--- src/rtl/overlay_geom_pkg.sv ---
// Notes on behaviour
// [RULE1] six initial-phase-minus-one enables, one per scaling path, bits 5..0
// [RULE2] on the secondary display, pixels outside the window are black
// [RULE3] window position: top line bits 26:16, left pixel bits 10:0, zero is edge
// [RULE4] software keeps the window size inside the active display
// [RULE5] scaled source larger than window is cut at right and bottom
// [RULE6] scaled source smaller than window repeats last pixel and last line
// [RULE7] software requests no whole surplus quadword; clipping within one quadword
// [RULE8] byte width: UV bytes bits 23:16, Y or packed bytes bits 8:0
// [RULE9] software aligns widths and offsets to the format's atomic unit
// [RULE10] quadword width: UV bits 23:16, Y bits 8:0, at least two quadwords
// [RULE11] source height: UV lines 25:16, Y lines 10:0, marks vertical source end
// [RULE12] software programs at least 2 lines, 4 for bob surfaces
// [RULE13] vertical fraction bits 31:20, below one, down to 1/64
// [RULE14] horizontal fraction bits 14:3, downscale integer bits 16:15
// [RULE15] vertical downscale integer bits 1:0; horizontal integer taken as one (the code takes one only when bits 16:15 are zero)
// [RULE16] chroma scale: vertical fraction 31:20, horizontal 14:3, integer 1:0
// [RULE17] up or down scaling is chosen by the command filter fields
// [RULE18] contrast 3.6 multiplier bits 16:8, 1.0 bypasses
// [RULE19] signed brightness bits 7:0 added to Y after contrast, zero bypasses
// [RULE20] saturation unsigned 3.7 bits 9:0, 1.0 bypasses
// [RULE21] key value bits 23:0 in screen format
// [RULE22] key mask bit 31 enables destination keying
// [RULE23] filter codes: 000 off, 001 replicate, 010 up, 101 drop, 110 down
// [RULE24] command write sets pending; all values latch at next vertical blank
// [RULE25] reserved bits ignore writes, read zero; all registers reset to zero
package overlay_geom_pkg;

  // register byte offsets
  localparam logic [7:0] OFS_INIT_PHASE = 8'h28;
  localparam logic [7:0] OFS_WIN_POS    = 8'h2C;
  localparam logic [7:0] OFS_WIN_SIZE   = 8'h30;
  localparam logic [7:0] OFS_SRC_WB     = 8'h34;
  localparam logic [7:0] OFS_SRC_WQ     = 8'h38;
  localparam logic [7:0] OFS_SRC_H      = 8'h3C;
  localparam logic [7:0] OFS_LUMA_SCALE = 8'h40;
  localparam logic [7:0] OFS_CHRO_SCALE = 8'h44;
  localparam logic [7:0] OFS_CONTRAST   = 8'h48;
  localparam logic [7:0] OFS_SATURATION = 8'h4C;
  localparam logic [7:0] OFS_KEY_VALUE  = 8'h50;
  localparam logic [7:0] OFS_KEY_MASK   = 8'h54;
  localparam logic [7:0] OFS_COMMAND    = 8'h68;
  localparam logic [7:0] OFS_STATUS     = 8'h6C;

  // storage indices; STATUS and NONE are not stored
  localparam int NUM_REG = 13;
  localparam logic [3:0] IDX_INIT_PHASE = 4'h0;
  localparam logic [3:0] IDX_WIN_POS    = 4'h1;
  localparam logic [3:0] IDX_WIN_SIZE   = 4'h2;
  localparam logic [3:0] IDX_SRC_WB     = 4'h3;
  localparam logic [3:0] IDX_SRC_WQ     = 4'h4;
  localparam logic [3:0] IDX_SRC_H      = 4'h5;
  localparam logic [3:0] IDX_LUMA_SCALE = 4'h6;
  localparam logic [3:0] IDX_CHRO_SCALE = 4'h7;
  localparam logic [3:0] IDX_CONTRAST   = 4'h8;
  localparam logic [3:0] IDX_SATURATION = 4'h9;
  localparam logic [3:0] IDX_KEY_VALUE  = 4'hA;
  localparam logic [3:0] IDX_KEY_MASK   = 4'hB;
  localparam logic [3:0] IDX_COMMAND    = 4'hC;
  localparam logic [3:0] IDX_STATUS     = 4'hD;
  localparam logic [3:0] IDX_NONE       = 4'hF;

  // writable bits per register, in index order
  localparam logic [31:0] REG_MASK [NUM_REG] = '{
    32'h0000_003F, 32'h07FF_07FF, 32'h07FF_07FF, 32'h00FF_01FF,
    32'h00FF_01FF, 32'h03FF_07FF, 32'hFFF1_FFFB, 32'hFFF0_7FFB,
    32'h0001_FFFF, 32'h0000_03FF, 32'h00FF_FFFF, 32'hE0FF_FFFF,
    32'hFFFF_FFFF};
  localparam logic [31:0] REG_RESET = 32'h0000_0000;

  // field positions
  localparam int LINE_LSB    = 16;
  localparam int VFRAC_LSB   = 20;
  localparam int HINT_LSB    = 15;
  localparam int HFRAC_LSB   = 3;
  localparam int CONTR_LSB   = 8;
  localparam int KEY_EN_BIT  = 31;
  localparam int VLUMA_FILT  = 25;
  localparam int HLUMA_FILT  = 19;

  // scaler arithmetic: 11 integer bits, 12 fraction bits
  localparam int FRAC_W = 12;
  localparam int ACC_W  = 23;
  localparam logic [ACC_W-1:0] STEP_ONE = 23'h00_1000;

  // colour adjust: contrast 3.6, saturation 3.7
  localparam int CONTR_SHIFT = 6;
  localparam int SAT_SHIFT   = 7;
  localparam logic [7:0] CHROMA_MID = 8'h80;
  localparam logic [7:0] LEVEL_MAX  = 8'hFF;

  typedef enum logic [2:0] {
    FILT_OFF     = 3'b000,
    FILT_REPL    = 3'b001,
    FILT_UP      = 3'b010,
    FILT_RSV3    = 3'b011,
    FILT_RSV4    = 3'b100,
    FILT_DROP    = 3'b101,
    FILT_DOWN    = 3'b110,
    FILT_RSV7    = 3'b111
  } filter_mode_t;

  typedef struct packed {
    logic [7:0] y;
    logic [7:0] u;
    logic [7:0] v;
  } yuv_pix_t;

  typedef struct packed {
    logic [10:0] x;
    logic [10:0] y;
  } coord_t;

endpackage : overlay_geom_pkg

--- src/rtl/window_locator.sv ---
`timescale 1ns/1ps
// places the raster position against the destination window
module window_locator
  import overlay_geom_pkg::*;
(
  // window geometry
  input  wire coord_t i_win_pos,
  input  wire coord_t i_win_size,
  // raster position
  input  wire coord_t i_disp,
  // placement
  output coord_t      o_rel,
  output logic        o_in_window
);

  logic [11:0] end_x;
  logic [11:0] end_y;

  // zero position is the first line or left edge; widened so sums never wrap
  always_comb begin
    end_x = {1'b0, i_win_pos.x} + {1'b0, i_win_size.x};
    end_y = {1'b0, i_win_pos.y} + {1'b0, i_win_size.y};
    o_in_window = (i_disp.x >= i_win_pos.x) && ({1'b0, i_disp.x} < end_x) &&
                  (i_disp.y >= i_win_pos.y) && ({1'b0, i_disp.y} < end_y); // [RULE3]
    o_rel.x = i_disp.x - i_win_pos.x;
    o_rel.y = i_disp.y - i_win_pos.y;
  end

endmodule : window_locator

--- src/rtl/video_overlay_geometry_scaler.sv ---
`timescale 1ns/1ps
module video_overlay_geometry_scaler
  import overlay_geom_pkg::*;
(
  // clock and reset
  input  wire logic         i_sys_clk,
  input  wire logic         i_sys_rst,
  // register port
  input  wire logic         i_reg_wr,
  input  wire logic         i_reg_rd,
  input  wire logic [7:0]   i_reg_addr,
  input  wire logic [31:0]  i_reg_wdata,
  output logic [31:0]       o_reg_rdata,
  // display timing from the pipeline
  input  wire logic         i_vblank,
  input  wire logic         i_secondary,
  input  wire logic         i_pix_valid,
  input  wire coord_t       i_disp,
  input  wire yuv_pix_t     i_src_pix,
  // pixel results
  output logic              o_pix_valid,
  output logic              o_in_window,
  output coord_t            o_src,
  output yuv_pix_t          o_pix,
  // settings for the fetch and keying stages
  output logic [5:0]        o_neg_phase,
  output logic              o_key_en,
  output logic [23:0]       o_key_value,
  output logic              o_pending
);

  // maps a byte offset to a storage index
  function automatic logic [3:0] reg_index(input logic [7:0] addr);
    unique case (addr)
      OFS_INIT_PHASE: reg_index = IDX_INIT_PHASE;
      OFS_WIN_POS:    reg_index = IDX_WIN_POS;
      OFS_WIN_SIZE:   reg_index = IDX_WIN_SIZE;
      OFS_SRC_WB:     reg_index = IDX_SRC_WB;
      OFS_SRC_WQ:     reg_index = IDX_SRC_WQ;
      OFS_SRC_H:      reg_index = IDX_SRC_H;
      OFS_LUMA_SCALE: reg_index = IDX_LUMA_SCALE;
      OFS_CHRO_SCALE: reg_index = IDX_CHRO_SCALE;
      OFS_CONTRAST:   reg_index = IDX_CONTRAST;
      OFS_SATURATION: reg_index = IDX_SATURATION;
      OFS_KEY_VALUE:  reg_index = IDX_KEY_VALUE;
      OFS_KEY_MASK:   reg_index = IDX_KEY_MASK;
      OFS_COMMAND:    reg_index = IDX_COMMAND;
      OFS_STATUS:     reg_index = IDX_STATUS;
      default:        reg_index = IDX_NONE;
    endcase
  endfunction : reg_index

  // step per output pixel or line from the filter code; scale fields alone
  // never choose direction, so a stale scale field cannot flip the scaler
  function automatic logic [ACC_W-1:0] scale_step(input logic [2:0] code,
                                                  input logic [1:0] int_part,
                                                  input logic [11:0] frac);
    unique case (code)
      FILT_REPL, FILT_UP: scale_step = {11'h000, frac}; // [RULE17]
      FILT_DROP, FILT_DOWN: scale_step = {9'h000, int_part, frac};
      default: scale_step = STEP_ONE; // [RULE23]
    endcase
  endfunction : scale_step

  // ---------------- register file ----------------
  logic [31:0] shadow_reg [NUM_REG];
  logic [31:0] shadow_next [NUM_REG];
  logic [31:0] active_reg [NUM_REG];
  logic [31:0] active_next [NUM_REG];
  logic        pending_reg;
  logic        pending_next;
  logic [31:0] rdata_reg;
  logic [31:0] rdata_next;
  logic [3:0]  wr_idx;
  logic [3:0]  rd_idx;

  assign wr_idx = reg_index(i_reg_addr);
  assign rd_idx = reg_index(i_reg_addr);

  // writes land in the shadow copy; reserved bits are masked off on entry
  always_comb begin
    for (int i = 0; i < NUM_REG; i++) begin
      shadow_next[i] = shadow_reg[i];
      active_next[i] = active_reg[i];
    end
    pending_next = pending_reg;
    if (i_vblank && pending_reg) begin
      for (int i = 0; i < NUM_REG; i++) begin
        active_next[i] = shadow_reg[i]; // [RULE24]
      end
      pending_next = 1'b0;
    end
    if (i_reg_wr && (wr_idx < IDX_STATUS)) begin
      shadow_next[wr_idx] = i_reg_wdata & REG_MASK[wr_idx]; // [RULE25]
    end
    // a command write in the blank cycle stays pending for the next blank
    if (i_reg_wr && (wr_idx == IDX_COMMAND)) begin
      pending_next = 1'b1; // [RULE24]
    end
  end

  // read data holds between reads; unmapped offsets answer zero
  always_comb begin
    rdata_next = rdata_reg;
    if (i_reg_rd) begin
      if (rd_idx == IDX_STATUS) begin
        rdata_next = {31'h0000_0000, pending_reg};
      end else if (rd_idx < IDX_STATUS) begin
        rdata_next = shadow_reg[rd_idx];
      end else begin
        rdata_next = 32'h0000_0000; // [RULE25]
      end
    end
  end

  always_ff @(posedge i_sys_clk or posedge i_sys_rst) begin
    if (i_sys_rst) begin
      for (int i = 0; i < NUM_REG; i++) begin
        shadow_reg[i] <= REG_RESET; // [RULE25]
        active_reg[i] <= REG_RESET;
      end
      pending_reg <= 1'b0;
      rdata_reg   <= REG_RESET;
    end else begin
      for (int i = 0; i < NUM_REG; i++) begin
        shadow_reg[i] <= shadow_next[i];
        active_reg[i] <= active_next[i];
      end
      pending_reg <= pending_next;
      rdata_reg   <= rdata_next;
    end
  end

  assign o_reg_rdata = rdata_reg;
  assign o_pending   = pending_reg;

  // ---------------- active fields ----------------
  coord_t       win_pos;
  coord_t       win_size;
  logic [8:0]   src_bytes_y;
  logic [10:0]  src_lines_y;
  logic [31:0]  luma_scale;
  logic [31:0]  command;
  logic [8:0]   contrast;
  logic [7:0]   brightness;
  logic [9:0]   saturation;
  logic [1:0]   h_int;
  logic [ACC_W-1:0] h_step;
  logic [ACC_W-1:0] v_step;

  assign win_pos.y   = active_reg[IDX_WIN_POS][LINE_LSB +: 11]; // [RULE3]
  assign win_pos.x   = active_reg[IDX_WIN_POS][10:0];
  assign win_size.y  = active_reg[IDX_WIN_SIZE][LINE_LSB +: 11];
  assign win_size.x  = active_reg[IDX_WIN_SIZE][10:0];
  assign src_bytes_y = active_reg[IDX_SRC_WB][8:0]; // [RULE8]
  assign src_lines_y = active_reg[IDX_SRC_H][10:0]; // [RULE11]
  assign luma_scale  = active_reg[IDX_LUMA_SCALE];
  assign command     = active_reg[IDX_COMMAND];
  assign contrast    = active_reg[IDX_CONTRAST][CONTR_LSB +: 9]; // [RULE18]
  assign brightness  = active_reg[IDX_CONTRAST][7:0]; // [RULE19]
  assign saturation  = active_reg[IDX_SATURATION][9:0]; // [RULE20]

  // a zero horizontal integer means the assumed one of a downscale
  assign h_int  = (luma_scale[HINT_LSB +: 2] == 2'b00) ? 2'b01
                : luma_scale[HINT_LSB +: 2]; // [RULE14] [RULE15]
  assign h_step = scale_step(command[HLUMA_FILT +: 3], h_int,
                             luma_scale[HFRAC_LSB +: FRAC_W]); // [RULE14]
  assign v_step = scale_step(command[VLUMA_FILT +: 3], luma_scale[1:0],
                             luma_scale[VFRAC_LSB +: FRAC_W]); // [RULE13] [RULE15]

  // ---------------- window and source walk ----------------
  coord_t rel;
  logic   in_win;

  window_locator u_locator (
    .i_win_pos   (win_pos),
    .i_win_size  (win_size),
    .i_disp      (i_disp),
    .o_rel       (rel),
    .o_in_window (in_win)
  );

  logic [ACC_W-1:0] h_acc_reg;
  logic [ACC_W-1:0] h_acc_next;
  logic [ACC_W-1:0] v_acc_reg;
  logic [ACC_W-1:0] v_acc_next;
  logic [10:0]      last_x;
  logic [10:0]      last_y;
  coord_t           src_next;

  // last fetched pixel (16-bit packed) and last source line
  assign last_x = (src_bytes_y[8:1] == 8'h00) ? 11'h000
                : {3'b000, src_bytes_y[8:1] - 8'h01};
  assign last_y = (src_lines_y == 11'h000) ? 11'h000 : src_lines_y - 11'h001;

  // accumulators restart at the window corner; the vertical one steps
  // once per line, on that line's first window pixel
  always_comb begin
    h_acc_next = h_acc_reg;
    v_acc_next = v_acc_reg;
    if (i_pix_valid && in_win) begin
      if (rel.x == 11'h000) begin
        h_acc_next = '0;
        v_acc_next = (rel.y == 11'h000) ? '0 : v_acc_reg + v_step;
      end else begin
        h_acc_next = h_acc_reg + h_step;
      end
    end
  end

  // past the source end the last pixel and line are repeated; the window
  // bounds cut off anything the scaled source has beyond it
  always_comb begin
    src_next.x = h_acc_next[FRAC_W +: 11];
    src_next.y = v_acc_next[FRAC_W +: 11];
    if (src_next.x > last_x) begin
      src_next.x = last_x; // [RULE6]
    end
    if (src_next.y > last_y) begin
      src_next.y = last_y; // [RULE6] [RULE11]
    end
  end

  always_ff @(posedge i_sys_clk or posedge i_sys_rst) begin
    if (i_sys_rst) begin
      h_acc_reg <= '0;
      v_acc_reg <= '0;
    end else begin
      h_acc_reg <= h_acc_next;
      v_acc_reg <= v_acc_next;
    end
  end

  // ---------------- colour adjust ----------------
  logic [16:0]        y_mul;
  logic signed [12:0] y_sum;
  logic [7:0]         y_adj;
  yuv_pix_t           pix_next;

  // saturation on one chroma channel around the mid level
  function automatic logic [7:0] sat_adj(input logic [7:0] c,
                                         input logic [9:0] sat);
    logic signed [8:0]  diff;
    logic signed [19:0] prod;
    logic signed [12:0] res;
    diff = $signed({1'b0, c}) - $signed({1'b0, CHROMA_MID});
    prod = diff * $signed({1'b0, sat});
    res  = prod[SAT_SHIFT +: 13] + $signed({5'h00, CHROMA_MID});
    if (res < 0) begin
      sat_adj = 8'h00;
    end else if (res > $signed({5'h00, LEVEL_MAX})) begin
      sat_adj = LEVEL_MAX;
    end else begin
      sat_adj = res[7:0];
    end
  endfunction : sat_adj

  // contrast then brightness, clamped to a byte; 1.0 and 0 pass Y untouched
  always_comb begin
    y_mul = i_src_pix.y * contrast; // [RULE18]
    y_sum = $signed({2'b00, y_mul[CONTR_SHIFT +: 11]})
          + $signed({{5{brightness[7]}}, brightness}); // [RULE19]
    if (y_sum < 0) begin
      y_adj = 8'h00;
    end else if (y_sum > $signed({5'h00, LEVEL_MAX})) begin
      y_adj = LEVEL_MAX;
    end else begin
      y_adj = y_sum[7:0];
    end
  end

  // outside the window a secondary display sees black, the primary
  // sees the incoming pixel unchanged
  always_comb begin
    if (in_win) begin
      pix_next.y = y_adj;
      pix_next.u = sat_adj(i_src_pix.u, saturation); // [RULE20]
      pix_next.v = sat_adj(i_src_pix.v, saturation);
    end else if (i_secondary) begin
      pix_next = '0; // [RULE2]
    end else begin
      pix_next = i_src_pix;
    end
  end

  always_ff @(posedge i_sys_clk or posedge i_sys_rst) begin
    if (i_sys_rst) begin
      o_pix_valid <= 1'b0;
      o_in_window <= 1'b0;
      o_src       <= '0;
      o_pix       <= '0;
    end else begin
      o_pix_valid <= i_pix_valid;
      o_in_window <= i_pix_valid && in_win; // [RULE5]
      o_src       <= src_next;
      o_pix       <= pix_next;
    end
  end

  // settings handed to fetch and keying, from the latched copy
  always_ff @(posedge i_sys_clk or posedge i_sys_rst) begin
    if (i_sys_rst) begin
      o_neg_phase <= 6'h00;
      o_key_en    <= 1'b0;
      o_key_value <= 24'h00_0000;
    end else begin
      o_neg_phase <= active_next[IDX_INIT_PHASE][5:0]; // [RULE1]
      o_key_en    <= active_next[IDX_KEY_MASK][KEY_EN_BIT]; // [RULE22]
      o_key_value <= active_next[IDX_KEY_VALUE][23:0]; // [RULE21]
    end
  end

endmodule : video_overlay_geometry_scaler

--- config.mk ---
export PLATFORM = sky130hd
export DESIGN_NAME = video_overlay_geometry_scaler
export DESIGN_NICKNAME = d
export VERILOG_FILES = /design/src/rtl/overlay_geom_pkg.sv /design/src/rtl/window_locator.sv /design/src/rtl/video_overlay_geometry_scaler.sv
export SDC_FILE = /design/constraint.sdc
export NUM_CORES = 2
export LEC_CHECK = 0
export BUFFER_PORTS_ARGS = -buffer_cell sky130_fd_sc_hd__buf_2
export CAP_MARGIN = 20
export CORE_UTILIZATION = 50
export CTS_CLUSTER_SIZE = 8
export DETAILED_ROUTE_END_ITERATION = 6
export PLACE_DENSITY = 0.63
export SLEW_MARGIN = 20
export SYNTH_ARGS = -nofsm -noshare
export SYNTH_HDL_FRONTEND = slang
export SYNTH_SLANG_ARGS = --single-unit
--- constraint.sdc ---
create_clock -name i_sys_clk -period 58.6 [get_ports i_sys_clk]
set_clock_uncertainty 0.2 [all_clocks]
set_input_delay 2.93 -clock i_sys_clk [delete_from_list [all_inputs] [get_ports i_sys_clk]]
set_output_delay 2.93 -clock i_sys_clk [all_outputs]
set_load 0.005 [all_outputs]
==> impl_metrics.json <==
{
  "run_status": "completed",
  "nNetsFinal": 5007,
  "yosysSeqAreaShare": 0.4116,
  "syn-cell-area_mm2": 0.04244,
  "die_h_um": 293.3,
  "drt_iter0_markers": 2190,
  "synth_flop_cell": "dfrtp_1",
  "grt_pass1_vias": 31630,
  "layout-drive-gt1-share": 0.1467,
  "power.leakage_nw": 23.17,
  "critPathCaptureType": "flop",
  "via_per_inst": 5.681,
  "hp-class": "flop to flop",
  "cts_buffer_depth": 3,
  "detail-route-antenna-nets": 0,
  "total_power_w": 0.001099,
  "ys_ff_latch": 698,
  "crit_arrival_ns": 9.41,
  "clk_pin_slew_ns": 0.05,
  "dp_hpwl_um": 81580,
  "finalCriticalPeriod_ns": 9.069,
  "reg2reg_slack_ns": 50.36,
  "ys_types": 96,
  "firstDrtPassIters": 6,
  "period_share": 0.1548,
  "dieArea_mm2": 0.08605,
  "r2r-end": "o_src[14]",
  "cts_resized": 0,
  "vias": 32030,
  "synthArstFlopShare": 1.000,
  "cp_max_fo": 19,
  "yosys_warnings": 0,
  "grt_usage": 0.2769,
  "grt_pass1_wl_um": 184600,
  "synth_area_per_cell_um2": 9.628,
  "hold_path_end": "shadow_reg[179]",
  "fillers": 7561,
  "finalHoldViolations": 0,
  "holdPathStages": 2,
  "grt_max_degree": 185,
  "power_density_mw_per_mm2": 23.38,
  "setup-tns-final_ns": 0,
  "postLayoutCoreUtil": 0.5606,
  "port_buffers": 204,
  "worstMarginPinSlew_ns": 1.257,
  "syn_to_final_growth_pct": 10.72,
  "root_buffer": "clkbuf_16",
  "critPathKind": "primary input to flop",
  "syn-instance-count": 4408,
  "overflow": 0,
  "gp_congestion": 0.8889,
  "cts_tree": "built",
  "worstHoldStart": "shadow_reg[179]",
  "start_util": 0.5063,
  "synth_top_cell_by_area": "dfrtp_1",
  "ioPinCount": 205,
  "slew_viol_final": 0,
  "cts_sinks": 698,
  "antenna_found_initial": 8,
  "worst_slew_margin_rel": 0.1587,
  "rsz0062_at_grt": "false",
  "synth_area_leaders": "dfrtp_1 41%, ha_1 8.0%, fa_1 7.5%, nand2_1 6.8%, mux2_2 6.1%",
  "hold_buffers": 0,
  "core_mm2": 0.08382,
  "die_x_um": 293.3,
  "postCtsSetupBuffers": 0,
  "largest_reg_flops": 416,
  "cts_buffers": 99,
  "worstSkewPairLatency_ns": 0.66,
  "fmax_ghz": 0.1103,
  "cap_violations": 0,
  "drt-total-wl_um": 117800,
  "h-tree-depth": 3,
  "critPathLaunchType": "primary input",
  "r2r_cells": 33,
  "reg2reg_from": "active_reg[368]",
  "finalSetupViolCount": 0,
  "yosysTopAreaCellShare": 0.4116,
  "synth_edf_count": 0,
  "crit_required_ns": 58.94,
  "wl_per_cell_um": 20.89,
  "std_cell_rows": 106,
  "ir_drop_mv": 0.02411,
  "drc": 0
}
-- how the worst max path moves through the flow --
| stage | startpoint | endpoint | slack (ns) | cells after the start |
|---|---|---|---|---|
| floorplan | i_sys_rst | active_reg[100] | 35.90 | 1 |
| global route | i_src_pix[7] | o_pix[5] | 49.11 | 24 |
| global placement | i_src_pix[20] | o_pix[20] | 48.65 | 23 |
| finish | i_src_pix[7] | o_pix[2] | 49.53 | 20 |
| CTS | i_src_pix[20] | o_pix[20] | 49.33 | 23 |
| detailed placement | i_src_pix[20] | o_pix[20] | 48.64 | 23 |
-- per-stage QoR --
step	instances	worst slack, ns	area, µm²	hold WS (ns)
3_3_place_gp	5516	48.65	44210	0.2561
6_report	5638	49.53	46990	0.2747
4_1_cts	5634	49.33	46970	0.2762
2_1_floorplan	4410	35.90	42450	0.2444
5_1_grt	5635	49.11	46980	0.2901
3_5_place_dp	5516	48.64	44210	0.2658
-- cell type report --
| class | count | area [µm²] | share of cell area |
|---|---|---|---|
| multi-input cells | 3132 | 22800 | 0.4852 |
| inverters | 304 | 1151 | 0.02450 |
| diodes | 4 | 10.01 | 0.0002130 |
| clock buffers | 110 | 2580 | 0.05490 |
| clock inverters | 8 | 175.2 | 0.003728 |
| well taps | 1134 | 1419 | 0.03019 |
| flip-flops and latches | 698 | 17470 | 0.3717 |
| repair buffers | 248 | 1389 | 0.02956 |
-- cell usage after synthesis, drive strengths merged, types with 14 or more instances --
cell type	count
nor2b	34
o21ai	396
a21oi	147
and2	226
nor3	48
nand4	14
inv	303
o22ai	59
nand3	164
ha	273
clkbuf	229
o211ai	20
nor2	109
nand2	765
nand2b	22
a21o	45
xnor2	63
o21a	27
o221ai	25
mux2	230
a311oi	20
fa	158
buf	47
xor2	44
o31ai	19
a31oi	16
dfrtp	698
a22o	16
and3	17
-- cell usage in the layout (no fill, tap or decap), types with 25 or more instances in the layout --
cell type	count
a21o_1	45
a21oi_1	146
and2_1	225
buf_2	204
buf_4	41
clkbuf_16	100
dfrtp_1	698
fa_1	158
ha_1	273
inv_1	301
mux2_2	229
nand2_1	763
nand3_1	150
nor2_1	105
nor2b_1	33
nor3_1	46
o21a_1	27
o21ai_0	384
o221ai_1	25
o22ai_1	59
xnor2_1	63
xor2_1	43
-- power by group --
part	switching, W	internal [W]
clock network	0.000208	0.000315
logic	0.0000489	0.0000252
registers	0.00000668	0.000494
total	0.000264	0.000835
-- critical path: stages --
cell and delay, ns:
buf_2 0.34, inv_1 0.22, nand2_1 0.14, fa_1 0.46, fa_1 0.54, inv_1 0.05
fa_1 0.50, fa_1 0.54, inv_1 0.05, fa_1 0.49, inv_1 0.04, ha_1 0.35
a21o_1 0.19, or2_1 0.26, o311a_1 0.38, a311o_2 0.43, xnor2_1 0.13, or4_1 0.55
xnor3_1 0.49, a32o_1 0.30
-- routing by layer --
metal	up-vias	wire, µm	track usage
met3	189	6497	0.04032
met1	15890	51110	0.3736
li1	15070	-	-
met2	874	56700	0.4582
met5	-	52	0
met4	8	3412	0.09096
-- cells by family (layout without fill, tap and decap cells) --
| kind of cell | Yosys count | in the layout | synth area share |
|---|---|---|---|
| and+or+nand+nor | 1452 | 1452 | 0.1579 |
| other | 1 | 7 | 0.00008836 |
| muxes | 252 | 252 | 0.06896 |
| buffers and inverters | 580 | 670 | 0.05422 |
| xor gates and xnor gates | 108 | 108 | 0.02261 |
| adders and majority gates | 432 | 432 | 0.1552 |
| AOI/OAI and AO/OA | 885 | 885 | 0.1295 |
| DFF | 698 | 698 | 0.4116 |
(Power assumes the default switching activity.)
